File: src/ciesu_pkg.sv
package ciesu_pkg;
  localparam int DATA_W = 32;
  localparam int ADDR_W = 8;
  // register byte offsets
  localparam logic [7:0] OFS_PSW = 8'h00;
  localparam logic [7:0] OFS_CFG = 8'h04;
  localparam logic [7:0] OFS_SP = 8'h08;
  localparam logic [7:0] OFS_IP = 8'h0C;
  localparam logic [7:0] OFS_CSP = 8'h10;
  localparam logic [7:0] OFS_CP = 8'h14;
  localparam logic [7:0] OFS_CMD = 8'h18;
  localparam logic [7:0] OFS_OPER = 8'h1C;
  localparam logic [7:0] OFS_STAT = 8'h20;
  // status word, config and command fields
  localparam int LVL_HI = 15;
  localparam int LVL_LO = 12;
  localparam int GIE_BIT = 11;
  localparam int BANK_HI = 9;
  localparam int BANK_LO = 8;
  localparam int SGT_BIT = 0;
  localparam int CMD_RETURN = 0;
  localparam int CMD_TRAP = 1;
  localparam int CMD_SWCTX = 2;
  localparam logic [15:0] PSW_RST = 16'h0000;
  localparam logic [15:0] SP_RST = 16'h0000;
  localparam logic [3:0] LVL_MAX = 4'hF;
  localparam logic [1:0] BANK_GLOBAL = 2'h0;
  localparam logic [15:0] STK_STEP = 16'h0002;
  localparam logic [7:0] SW_TRAP_CSP = 8'h00;
  typedef enum logic [3:0] {
    ST_IDLE, ST_PUSH_PSW, ST_PUSH_CSP, ST_PUSH_IP, ST_ENTER,
    ST_POP_IP, ST_POP_CSP, ST_POP_PSW, ST_SWCTX
  } ciesu_state_type;
  typedef enum logic [1:0] {K_IRQ, K_HWTRAP, K_SWTRAP} ciesu_kind_type;
endpackage : ciesu_pkg

File: src/ciesu_top.sv
// Decided for this implementation: the register addresses and register access over APB.
module ciesu_top (
  input wire logic i_clock,
  input wire logic i_rst,
  input wire logic i_psel,
  input wire logic i_penable,
  input wire logic i_pwrite,
  input wire logic [ciesu_pkg::ADDR_W-1:0] i_paddr,
  input wire logic [ciesu_pkg::DATA_W-1:0] i_pwdata,
  output logic [ciesu_pkg::DATA_W-1:0] o_prdata,
  output logic o_pready,
  output logic o_pslverr,
  input wire logic i_irq_req,
  input wire logic i_irq_pet,
  input wire logic [3:0] i_irq_level,
  input wire logic [1:0] i_irq_bank,
  input wire logic [15:0] i_irq_vec_ip,
  input wire logic [7:0] i_irq_vec_csp,
  output logic o_irq_ack,
  input wire logic i_trap_req,
  input wire logic [15:0] i_trap_vec_ip,
  input wire logic [7:0] i_trap_vec_csp,
  output logic o_trap_ack,
  output logic o_stk_we,
  output logic o_stk_re,
  output logic [15:0] o_stk_addr,
  output logic [15:0] o_stk_wdata,
  input wire logic [15:0] i_stk_rdata,
  output logic [15:0] o_psw,
  output logic [15:0] o_ip,
  output logic [7:0] o_csp,
  output logic [15:0] o_cp
);
  import ciesu_pkg::*;

  typedef struct packed {
    ciesu_state_type state;
    ciesu_kind_type kind;
    logic phase;
    logic [15:0] processor_status_word;
    logic sgt_dis;
    logic [15:0] sp;
    logic [15:0] ip;
    logic [7:0] code_segment_pointer;
    logic [15:0] cp;
    logic [15:0] oper;
    logic [3:0] p_lvl;
    logic [1:0] p_bank;
    logic [15:0] p_ip;
    logic [7:0] p_csp;
    logic irq_ack;
    logic trap_ack;
    logic stk_we;
    logic stk_re;
    logic [15:0] stk_addr;
    logic [15:0] stk_wdata;
    logic [31:0] prdata;
    logic pready;
    logic pslverr;
  } ciesu_regs_type;

  ciesu_regs_type s_reg;
  ciesu_regs_type s_next;

  logic [3:0] cur_lvl;
  logic gie_on;
  logic seg_on;
  logic irq_ok;
  logic apb_done;
  logic apb_wr;
  logic [15:0] sp_dn;
  logic [15:0] sp_up;
  logic [31:0] rd_val;
  logic rd_hit;

  // elaboration guards: the logic below hard-codes the status word layout
  // and a one-word-per-register map, so a package edit must keep both whole
  if (LVL_HI - LVL_LO != 3) begin : g_chk_level_width
    $error("priority level field must be four bits wide");
  end
  if (BANK_HI - BANK_LO != 1) begin : g_chk_bank_width
    $error("register bank field must be two bits wide");
  end
  if (LVL_HI > 15 || BANK_LO < 8) begin : g_chk_upper_byte
    $error("interrupt control fields must sit in the upper byte");
  end
  if (GIE_BIT >= LVL_LO || GIE_BIT <= BANK_HI) begin : g_chk_enable_pos
    $error("global enable must sit between level and bank fields");
  end
  if (DATA_W != 32) begin : g_chk_data_width
    $error("register bus must be one 32-bit word");
  end
  if (ADDR_W != 8) begin : g_chk_addr_width
    $error("address bus must match the 8-bit register offsets");
  end
  if (SGT_BIT >= DATA_W) begin : g_chk_cfg_bit
    $error("segmentation bit outside the data word");
  end
  if (CMD_RETURN >= DATA_W || CMD_TRAP >= DATA_W || CMD_SWCTX >= DATA_W) begin : g_chk_cmd_pos
    $error("command bit outside the data word");
  end
  if (CMD_RETURN == CMD_TRAP || CMD_TRAP == CMD_SWCTX || CMD_RETURN == CMD_SWCTX) begin : g_chk_cmd_unique
    $error("command bits must be distinct");
  end
  if (PSW_RST != 16'h0000) begin : g_chk_status_reset
    $error("status word must reset to zero");
  end
  if (SP_RST[0] != 1'b0) begin : g_chk_stack_reset
    $error("stack pointer must reset word aligned");
  end
  if (LVL_MAX != 4'hF) begin : g_chk_trap_level
    $error("trap level must be the highest level");
  end
  if (BANK_GLOBAL != 2'h0) begin : g_chk_global_bank
    $error("global bank code must be zero");
  end
  if (STK_STEP != 16'h0002) begin : g_chk_stack_step
    $error("stack moves by one 16-bit word");
  end

  // every register is one aligned word; the decode compares whole bytes
  if (OFS_PSW[1:0] != 2'h0) begin : g_chk_ofs_status
    $error("status offset not word aligned");
  end
  if (OFS_CFG[1:0] != 2'h0) begin : g_chk_ofs_config
    $error("config offset not word aligned");
  end
  if (OFS_SP[1:0] != 2'h0) begin : g_chk_ofs_stack
    $error("stack pointer offset not word aligned");
  end
  if (OFS_IP[1:0] != 2'h0) begin : g_chk_ofs_instr
    $error("instruction pointer offset not word aligned");
  end
  if (OFS_CSP[1:0] != 2'h0) begin : g_chk_ofs_segment
    $error("segment pointer offset not word aligned");
  end
  if (OFS_CP[1:0] != 2'h0) begin : g_chk_ofs_context
    $error("context pointer offset not word aligned");
  end
  if (OFS_CMD[1:0] != 2'h0) begin : g_chk_ofs_command
    $error("command offset not word aligned");
  end
  if (OFS_OPER[1:0] != 2'h0) begin : g_chk_ofs_operand
    $error("operand offset not word aligned");
  end
  if (OFS_STAT[1:0] != 2'h0) begin : g_chk_ofs_busy
    $error("busy flag offset not word aligned");
  end

  assign cur_lvl = s_reg.processor_status_word[LVL_HI:LVL_LO];
  assign gie_on = s_reg.processor_status_word[GIE_BIT];
  assign seg_on = ~s_reg.sgt_dis;
  // sources already gate their own enables; only global gate and level here
  assign irq_ok = i_irq_req & gie_on & (i_irq_level > cur_lvl);
  assign apb_done = i_psel & i_penable & s_reg.pready;
  assign apb_wr = apb_done & i_pwrite;
  assign sp_dn = s_reg.sp - STK_STEP;
  assign sp_up = s_reg.sp + STK_STEP;

  always_comb begin
    rd_hit = 1'b1;
    rd_val = 32'h0000_0000;
    case (i_paddr)
      OFS_PSW: rd_val = {16'h0000, s_reg.processor_status_word};
      OFS_CFG: rd_val = {31'h0000_0000, s_reg.sgt_dis};
      OFS_SP: rd_val = {16'h0000, s_reg.sp};
      OFS_IP: rd_val = {16'h0000, s_reg.ip};
      OFS_CSP: rd_val = {24'h00_0000, s_reg.code_segment_pointer};
      OFS_CP: rd_val = {16'h0000, s_reg.cp};
      OFS_CMD: rd_val = 32'h0000_0000;
      OFS_OPER: rd_val = {16'h0000, s_reg.oper};
      OFS_STAT: rd_val = {31'h0000_0000, s_reg.state != ST_IDLE};
      default: rd_hit = 1'b0;
    endcase
  end

  always_comb begin
    s_next = s_reg;
    s_next.irq_ack = 1'b0;
    s_next.trap_ack = 1'b0;
    s_next.stk_we = 1'b0;
    s_next.stk_re = 1'b0;

    // apb: one wait cycle, then the completing edge commits writes
    s_next.pready = 1'b0;
    if (i_psel & i_penable & ~s_reg.pready) begin
      s_next.pready = 1'b1;
      s_next.prdata = rd_val;
      s_next.pslverr = ~rd_hit;
    end
    // a same-edge engine step below overrides this write
    if (apb_wr & rd_hit) begin
      case (i_paddr)
        OFS_PSW: s_next.processor_status_word = i_pwdata[15:0];
        OFS_CFG: s_next.sgt_dis = i_pwdata[SGT_BIT];
        OFS_SP: s_next.sp = i_pwdata[15:0];
        OFS_IP: s_next.ip = i_pwdata[15:0];
        OFS_CSP: s_next.code_segment_pointer = i_pwdata[7:0];
        OFS_CP: s_next.cp = i_pwdata[15:0];
        OFS_OPER: s_next.oper = i_pwdata[15:0];
        default: s_next.oper = s_next.oper;
      endcase
    end

    case (s_reg.state)
      ST_IDLE: begin
        s_next.phase = 1'b0;
        if (i_trap_req) begin
          // traps bypass the enable and the level compare
          s_next.kind = K_HWTRAP;
          s_next.p_lvl = LVL_MAX;
          s_next.p_bank = BANK_GLOBAL;
          s_next.p_ip = i_trap_vec_ip;
          s_next.p_csp = i_trap_vec_csp;
          s_next.state = ST_PUSH_PSW;
        end else if (irq_ok & i_irq_pet) begin
          // event transfer only steals cycles: no stack, no level change
          s_next.irq_ack = 1'b1;
        end else if (irq_ok) begin
          s_next.kind = K_IRQ;
          s_next.p_lvl = i_irq_level;
          s_next.p_bank = i_irq_bank;
          s_next.p_ip = i_irq_vec_ip;
          s_next.p_csp = i_irq_vec_csp;
          s_next.state = ST_PUSH_PSW;
        end else if (apb_wr && i_paddr == OFS_CMD) begin
          if (i_pwdata[CMD_RETURN]) begin
            s_next.state = ST_POP_IP;
          end else if (i_pwdata[CMD_TRAP]) begin
            s_next.kind = K_SWTRAP;
            s_next.p_lvl = cur_lvl;
            s_next.p_bank = s_reg.processor_status_word[BANK_HI:BANK_LO];
            s_next.p_ip = s_reg.oper;
            s_next.p_csp = SW_TRAP_CSP;
            s_next.state = ST_PUSH_PSW;
          end else if (i_pwdata[CMD_SWCTX]) begin
            s_next.state = ST_SWCTX;
          end
        end
      end
      // from here on the request is committed even if enable drops
      ST_PUSH_PSW: begin
        s_next.sp = sp_dn;
        s_next.stk_we = 1'b1;
        s_next.stk_addr = sp_dn;
        s_next.stk_wdata = s_reg.processor_status_word;
        s_next.state = seg_on ? ST_PUSH_CSP : ST_PUSH_IP;
      end
      ST_PUSH_CSP: begin
        s_next.sp = sp_dn;
        s_next.stk_we = 1'b1;
        s_next.stk_addr = sp_dn;
        s_next.stk_wdata = {8'h00, s_reg.code_segment_pointer};
        s_next.state = ST_PUSH_IP;
      end
      ST_PUSH_IP: begin
        s_next.sp = sp_dn;
        s_next.stk_we = 1'b1;
        s_next.stk_addr = sp_dn;
        s_next.stk_wdata = s_reg.ip;
        s_next.state = ST_ENTER;
      end
      ST_ENTER: begin
        // data page and context pointers stay put; local banks are never cleared
        s_next.processor_status_word[LVL_HI:LVL_LO] = s_reg.p_lvl;
        s_next.processor_status_word[BANK_HI:BANK_LO] = s_reg.p_bank;
        s_next.ip = s_reg.p_ip;
        s_next.code_segment_pointer = s_reg.p_csp;
        s_next.irq_ack = s_reg.kind == K_IRQ;
        s_next.trap_ack = s_reg.kind == K_HWTRAP;
        s_next.state = ST_IDLE;
      end
      // each pop takes two edges: strobe the read, then capture the word
      ST_POP_IP: begin
        s_next.phase = ~s_reg.phase;
        if (~s_reg.phase) begin
          s_next.stk_re = 1'b1;
          s_next.stk_addr = s_reg.sp;
        end else begin
          s_next.ip = i_stk_rdata;
          s_next.sp = sp_up;
          s_next.state = seg_on ? ST_POP_CSP : ST_POP_PSW;
        end
      end
      ST_POP_CSP: begin
        s_next.phase = ~s_reg.phase;
        if (~s_reg.phase) begin
          s_next.stk_re = 1'b1;
          s_next.stk_addr = s_reg.sp;
        end else begin
          s_next.code_segment_pointer = i_stk_rdata[7:0];
          s_next.sp = sp_up;
          s_next.state = ST_POP_PSW;
        end
      end
      ST_POP_PSW: begin
        s_next.phase = ~s_reg.phase;
        if (~s_reg.phase) begin
          s_next.stk_re = 1'b1;
          s_next.stk_addr = s_reg.sp;
        end else begin
          // whole word in one edge, so arbitration never sees a mix
          s_next.processor_status_word = i_stk_rdata;
          s_next.sp = sp_up;
          s_next.state = ST_IDLE;
        end
      end
      // old context pointer goes just below the current stack top
      ST_SWCTX: begin
        s_next.sp = sp_dn;
        s_next.stk_we = 1'b1;
        s_next.stk_addr = sp_dn;
        s_next.stk_wdata = s_reg.cp;
        s_next.cp = s_reg.oper;
        s_next.state = ST_IDLE;
      end
      default: begin
        s_next.state = ST_IDLE;
      end
    endcase
  end

  always_ff @(posedge i_clock or posedge i_rst) begin
    if (i_rst) begin
      // whole struct cleared first so no field leaves reset unknown
      s_reg <= '0;
      s_reg.state <= ST_IDLE;
      s_reg.kind <= K_IRQ;
      s_reg.processor_status_word <= PSW_RST;
      s_reg.sp <= SP_RST;
    end else begin
      s_reg <= s_next;
    end
  end

  // every output comes straight from the state register
  assign o_prdata = s_reg.prdata;
  assign o_pready = s_reg.pready;
  assign o_pslverr = s_reg.pslverr;
  assign o_irq_ack = s_reg.irq_ack;
  assign o_trap_ack = s_reg.trap_ack;
  assign o_stk_we = s_reg.stk_we;
  assign o_stk_re = s_reg.stk_re;
  assign o_stk_addr = s_reg.stk_addr;
  assign o_stk_wdata = s_reg.stk_wdata;
  assign o_psw = s_reg.processor_status_word;
  assign o_ip = s_reg.ip;
  assign o_csp = s_reg.code_segment_pointer;
  assign o_cp = s_reg.cp;
endmodule : ciesu_top

File: config.mk
export PLATFORM = sky130hd
export DESIGN_NAME = ciesu_top
export DESIGN_NICKNAME = d
export VERILOG_FILES = /design/src/ciesu_pkg.sv /design/src/ciesu_top.sv
export SDC_FILE = /design/constraint.sdc
export NUM_CORES = 1
export LEC_CHECK = 0
export BUFFER_PORTS_ARGS = -buffer_cell sky130_fd_sc_hd__buf_4
export CORE_ASPECT_RATIO = 1.25
export CORE_MARGIN = 4
export CORE_UTILIZATION = 50
export CTS_CLUSTER_DIAMETER = 40
export DETAILED_ROUTE_END_ITERATION = 10
export GPL_ROUTABILITY_DRIVEN = 0
export PLACE_DENSITY_LB_ADDON = 0.3
export SETUP_SLACK_MARGIN = 0.4
export SLEW_MARGIN = 20
export SYNTH_ARGS = -nofsm -noshare
export SYNTH_HDL_FRONTEND = slang
export SYNTH_SLANG_ARGS = --single-unit
File: constraint.sdc
create_clock -name i_clock -period 5.2 [get_ports i_clock]
set_input_delay 0.52 -clock i_clock [delete_from_list [all_inputs] [get_ports i_clock]]
set_output_delay 0.52 -clock i_clock [all_outputs]
set_load 0.01 [all_outputs]
Word level (Yosys, flattened, before mapping)
Cells that the tools add are included.
{"block": "totals", "regBits": 180, "inputBits": 118, "elab_cells": 139}
{"block": "classes", "add_sub_neg": 2, "magnitude_cmp": 1, "n_eq_ne": 26, "mux": 54, "bitwise": 11, "reduce_logical": 22}
{"operator": "2-to-1 mux 30 bit", "count": 6}
{"operator": "2-to-1 mux 16 bit", "count": 8}
{"operator": "case mux 16 bit (8 select lines)", "count": 1}
{"operator": "2-to-1 mux 89 bit", "count": 1}
{"operator": "case mux 16 bit (2 select lines)", "count": 2}
{"operator": "case mux 16 bit (4 select lines)", "count": 1}
{"operator": "case mux 16 bit (3 select lines)", "count": 1}
{"operator": "== test 8 x 5 -> 1 bit (second input constant)", "count": 4}
{"operator": "2-to-1 mux 32 bit", "count": 1}
{"operator": "case mux 4 bit (7 select lines)", "count": 1}
{"operator": "2-to-1 mux 4 bit", "count": 6}
{"operator": "2-to-1 mux 6 bit", "count": 4}
{"operator": "2-to-1 mux 8 bit", "count": 3}
{"operator": "2-to-1 mux 17 bit", "count": 1}
{"operator": "adder 16 x 2 -> 16 bit (second input constant)", "count": 1}
{"operator": "== test 4 x 3 -> 1 bit (second input constant)", "count": 4}
{"operator": "== test 8 x 4 -> 1 bit (second input constant)", "count": 2}
{"operator": "case mux 8 bit (2 select lines)", "count": 1}
{"operator": "subtractor 16 x 2 -> 16 bit (second input constant)", "count": 1}
{"operator": "!= test 2 bit (second input constant)", "count": 5}
{"operator": "2-to-1 mux 1 bit", "count": 9}
{"operator": "OR reduction 9 bit", "count": 1}
{"operator": "bitwise AND 1 bit", "count": 8}
{"operator": "== test 4 x 2 -> 1 bit (second input constant)", "count": 2}
{"operator": "28 further kinds", "count": 42}

Longest topological paths before layout
Gate-level depths: netlist of run 1.
{"block": "depth", "depth_word": 9, "depth_mapped": 10}

Worst setup path after synthesis of run 1
Ideal clock, no wire load.
{"block": "synth_path", "kind": "input -> register", "from": "input port i_paddr[1] (netlist bit)", "to": "register s_reg, in the netlist o_ip[10]", "arrival_time_ns": 2.505, "t_required_ns": 5.074, "setup_slack_ns": 2.569, "cell_stages": 7, "cell_sequence": "or4_4 or3_1 buf_2 nor3_4 mux2i_1 o21ai_1 a221o_1"}
{"item": "start: declaration", "line_no": "ciesu_top.sv:8", "text": "input wire logic [ciesu_pkg::ADDR_W-1:0] i_paddr,"}
{"item": "end signal: assignment", "line_no": "ciesu_top.sv:332", "text": "s_reg <= s_next;"}
{"item": "end: declaration", "line_no": "ciesu_top.sv:62", "text": "ciesu_regs_type s_reg;"}

==> results of run 1 <==
## synthesized netlist by cell type (7+ instances only)
master / instances / area [sq um]
a211oi_1: 12 / 90.1
nor2_1: 99 / 372
buf_4: 122 / 916
nand3_1: 14 / 70.1
o21ai_1: 15 / 75.1
o221ai_1: 13 / 114
buf_2: 11 / 55.1
a22o_1: 16 / 140
a22oi_1: 26 / 195
o21ai_0: 77 / 385
a21oi_1: 49 / 245
a31oi_1: 22 / 138
nand2_1: 117 / 439
mux2i_1: 97 / 971
a222oi_1: 16 / 160
a32oi_1: 7 / 61.3
dfrtp_1: 180 / 4500
clkbuf_1: 68 / 255
or3_1: 9 / 56.3
inv_1: 21 / 78.8
nor3_1: 19 / 95.1
mux2_2: 19 / 214
o31ai_2: 15 / 188
o22ai_1: 46 / 288
## cell families (layout without fill, tap and decap cells)
group | count (synthesis) | count (layout) | share of synthesized area [%]
adders and majority gates | 6 | 6 | 0.688
muxes | 117 | 117 | 11.1
other | 1 | 16 | 0.0344
buffers and inverters | 233 | 280 | 12.6
and+or+nand+nor | 301 | 301 | 12.4
AOI/OAI and AO/OA | 349 | 349 | 21.8
xor gates and xnor gates | 1 | 1 | 0.0803
DFF | 180 | 180 | 41.3
## path summary, 6_finish.rpt
kind,from,end,cells after the start
min in group asynchronous,i_rst,o_stk_we,3
hold / removal,i_stk_rdata[10],o_psw[10],3
setup / recovery,s_reg[157],s_reg[169],8
hold reg to reg,s_reg[191],s_reg[191],2
setup reg to reg,s_reg[157],s_reg[169],8
max in group asynchronous,i_rst,s_reg[194],3
## cell type report
cell class                      count  area share (%)
Clock buffer                       17            3.44
Sequential cell                   180            36.4
Tap cell                          279            2.82
Inverter                           23           0.728
Timing Repair Buffer              225            13.8
Clock inverter                     15            1.37
Multi-Input combinational cell    790            41.5
## power by group
group / internal (mW) / switching (mW) / leakage (nW)
combinational: 1.24 / 1.67 / 2.98
clock: 0.683 / 0.613 / 0.286
sequential: 1.89 / 0.666 / 2.32
total: 3.81 / 2.95 / 5.58
## through the flow
step                      power [mW]  util, %  hold slack [ns]
after global routing            7.18     57.6            0.318
after detailed placement        5.42     54.8            0.462
after floorplan                 4.62        -            0.440
after CTS                       6.72     57.5            0.312
final                           6.76     57.6            0.327
after global placement          5.34     54.8            0.454
## critical path, cell delays in order, from the launching register on
cell and delay, ns:
dfrtp_1 0.54, inv_1 0.11, ha_1 0.23, or3b_2 0.52, nor3_1 0.52, and2_1 0.27
nand2_1 0.13, mux4_2 0.50, nand3_1 0.09
## routing by layer
layer | routed length, um | GRT usage, % | part of all wire [%] | up-vias
li1 | - | - | - | 4310
met3 | 2950 | 5.12 | 9.0 | 76
met5 | 0 | 0 | 0 | -
met2 | 15600 | 41.4 | 48 | 519
met4 | 955 | 8.76 | 2.9 | 0
met1 | 13300 | 36.0 | 40 | 4539
==> metrics.txt, run 1 <==
Overall Global Routing Usage 26.1%; setup TNS 0 ns; Synth Warn # 0; startpoint class of the critical path register; std cell rows 60; status finished, final reports clean; power per cell area 546 nW/um^2; drt pass-1 iters 6; Distinct cells, synth 70; Worst setup EP type register; worst slew pin tran 1.17 ns; worst path arrival time 3.35 ns; # IOs 244; vias in the first global route 8706; initial drt markers 1021; Inserted Diodes 0; top_reg_cell synth dfrtp_1; fill cell count 1897; clock root buffer clkbuf_16; Setup WS pre-CTS 1.89 ns; Post-CTS Resized 0; die area 24300 sq um; Largest register FFs 70; Multi-input gate area 5130 sq um; Async S/R FF share, synth 100%; Bufs on Longest Clock Path 2; Setup Fix Bufs, Post-CTS 0; final instance area 12400 sq um; DRC 0; Hold Crit Class in -> reg; Max VDD drop 0.000406 V; dpl hpwl 23400 um; post-route ant nets 0; post-placement cell count 1497; share of layout cells above drive strength 1 25.3%; syn avg cell area 9.19 sq um; CTS tree done; IO Port Bufs 211; flops & latches, synth 180; clock latency on the worst-skew pair 0.44 ns; # setup viols final 0; sequential share of the synthesized area 41.3%; Core ar. 21500 sq um; minimum clock period 2.98 ns; Syn Inst Count 1188; Max Freq 335 MHz; Non-Filler Instances 1529; unrepaired setup endpoints after global routing false; Layout area overhead 13.3%; Crit Path Max Fanout 12; Final WS setup 2.22 ns; Layout Nets 1361; largest net degree at the start of global routing 181; Final Skew 0.0127 ns; worst path required time 5.57 ns; Seq. cell area 4500 sq um; Max Slew Vio Count 0; total CTS buffers 17; period utilization 57.3%; Die Wd 140 um; most frequent cells in the layout 224 x buf_4, 180 x dfrtp_1, 117 x nand2_1; DP Area 11800 sq um; gr ovfl total 0; Pleak 5.58 nW; final count of hold timing violations 0; post-synthesis cell area 10900 sq um; overall die height 173 um; clk slew on worst S/H paths 0.07 ns; R2R Setup Slk 2.22 ns; MaxCap Viol Count 0; DR WL/cell 21.4 um; clock sinks 180; Initial Utilization 50.8%; Via density 6.18; H-Tree Depth 4; first-pass GRT wire length 50500 um; EDFF count, synth 0; hold buffer count at CTS 0; most common cell after layout, fill and taps aside buf_4; Via Count 9444; crit path kind reg -> reg; Routed WL 32800 um; initial antenna violation count 0; Max-Slew Margin vs Limit 22.0%
Note: power is estimated with default switching activity, not from simulation.
==> inputs of run 2 (changes only) <==
clock period = 2.7 ns   (was 5.2 ns; I/O delays follow)
==> metrics.txt, run 2 (synthesis results as in run 1) <==
status finished with violations; violated checks negative hold slack; fill cell count 1876 (-1.1%); worst r2r dst s_reg[89]; clock latency on the worst-skew pair 0.44 ns (about the same); largest net degree at the start of global routing 134 (-26%); worst slew pin tran 1.08 ns (-0.0850 ns); drt pass-1 iters 9 (+3); setup TNS 0 ns (unchanged); Hold Crit Class in -> async; Initial Utilization 50.8% (unchanged); crit path kind reg -> reg; dpl hpwl 24800 um (+6.0%); Bufs on Longest Clock Path 2 (unchanged); total CTS buffers 17 (unchanged); Core ar. 21500 sq um (unchanged); FF-to-FF Start o_psw[13]; Max Freq 430 MHz (+28%); R2R Setup Slk 0.37 ns (-1.85 ns); Via Count 9789 (+3.7%); max incr delay on CP 0.46 ns (-0.08 ns); most frequent cells in the layout 269 x buf_4, 177 x dfrtp_1, 116 x nand2_1; power per cell area 1050 nW/um^2 (+93%); Pleak 5.92 nW (+6.1%); clk slew on worst S/H paths 0.07 ns (about the same); Worst setup EP type register; Final Skew 0.00931 ns (-0.00337 ns); Multi-input gate area 5280 sq um (+3.0%); Crit Path Max Fanout 8 (-4); first-pass GRT wire length 52900 um (+4.7%); gr ovfl total 0 (unchanged); most common cell after layout, fill and taps aside buf_4; DR WL/cell 21.9 um (+2.1%); Inserted Diodes 0 (unchanged); Layout area overhead 19.8%; clock root buffer clkbuf_16; CTS tree done; worst path arrival time 2.67 ns (-0.68 ns); IO Port Bufs 211 (unchanged); vias in the first global route 9252 (+6.3%); initial drt markers 1344 (+32%); FF-to-FF path depth 8 (unchanged); DRC 0 (unchanged); worst path required time 3.05 ns (-2.52 ns); Die Wd 140 um (unchanged); post-route ant nets 0 (unchanged); Worst Path Buf+Inv 2 (+1); MaxCap Viol Count 0 (unchanged); end-of-flow core utilization 60.9% (+3.3 points); Max VDD drop 0.000525 V (+29%); initial antenna violation count 0 (unchanged); final count of hold timing violations 1 (+1); clock sinks 180 (unchanged); Crit path max-delay family compound AO/OA/AOI/OAI gates; die area 24300 sq um (unchanged); Slowest cell on crit path a221o_4; startpoint class of the critical path register; # IOs 244 (unchanged); overall die height 173 um (unchanged); std cell rows 60 (unchanged); Routed WL 34700 um (+5.9%); H-Tree Depth 4 (unchanged); Via density 6.18 (about the same); share of layout cells above drive strength 1 30.1% (+4.8 points); period utilization 86.2% (+29 points); Max-Slew Margin vs Limit 27.6% (+5.6 points); # setup viols final 0 (unchanged); Max Slew Vio Count 0 (unchanged); Layout Nets 1417 (+4.1%); unrepaired setup endpoints after global routing true; Seq. cell area 4510 sq um (about the same); WHS -0.00759 ns (-0.335 ns); Overall Global Routing Usage 27.2% (+1.1 points); hold buffer count at CTS 0 (unchanged); CP Cell Sequence inv_2 > ha_4 > nor2b_1 > o211ai_1 > a31o_2 > a221o_4 > buf_12 > o31ai_2; minimum clock period 2.33 ns (-0.655 ns); Largest register FFs 70 (unchanged)
[run 2: cell types whose count changed in the layout (fill, tap and decap cells not counted), sizes merged]
cell,before,now
buf,225,278
clkbuf,17,23
inv,27,26
clkinv,7,5
[run 2: report_power, final]
part / switching, mW / internal [mW]
registers: 1.08 / 3.65
logic: 3.72 / 2.85
clock network: 1.13 / 1.34
[run 2: tightest hold or removal path, delay by kind of cell]
kind	cells	cell delay, ns
buffers and inverters	3	0.65
[run 2: timing repair]
action / CTS / global route
gates cloned: 1 / 4
setup endpoints to repair: 37 / 48
gates resized for setup: 5 / 32
pin swaps: 2 / 8
hold endpoints to repair: 0 / 0
setup buffers: 3 / 4
[run 2: layout make-up]
class,instances,share of cell area [%]
well taps,279,2.67
repair buffers,281,17.3
flip-flops and latches,180,34.5
multi-input cells,790,40.4
clock inverters,12,0.909
inverters,23,0.689
clock buffers,20,3.49
[run 2: worst max path at each step]
stage | from | end | slack [ns] | cells past startpoint
after floorplan | i_rst | o_cp[0] | 0.12 | 1
after global placement | i_paddr[1] | s_reg[156] | 0.26 | 6
final | o_psw[13] | s_reg[89] | 0.37 | 8
after global routing | o_psw[13] | s_reg[93] | 0.29 | 8
after CTS | o_pready | s_reg[92] | 0.38 | 6
after detailed placement | i_paddr[1] | o_ip[5] | 0.22 | 7
[run 2: per-stage QoR]
| stage | instances | total power [mW] | area, sq um | worst slack, ns |
|---|---|---|---|---|
| after CTS | 1577 | 13.4 | 12800 | 0.384 |
| final | 1585 | 13.8 | 13100 | 0.373 |
| after floorplan | 1203 | 8.94 | 11000 | 0.121 |
| after global routing | 1585 | 14.6 | 13100 | 0.291 |
| after global placement | 1541 | 10.7 | 12200 | 0.264 |
| after detailed placement | 1541 | 10.8 | 12200 | 0.224 |
[run 2: layer usage]
metal  wire length (um)  GRT usage (%)  vias to the layer above
met3               2970           4.59                       84
met4                952           9.17                        0
met2              16800           42.6                      549
met1              14000           38.5                     4730
met5                  0              0                        -
li1                   -              -                     4426
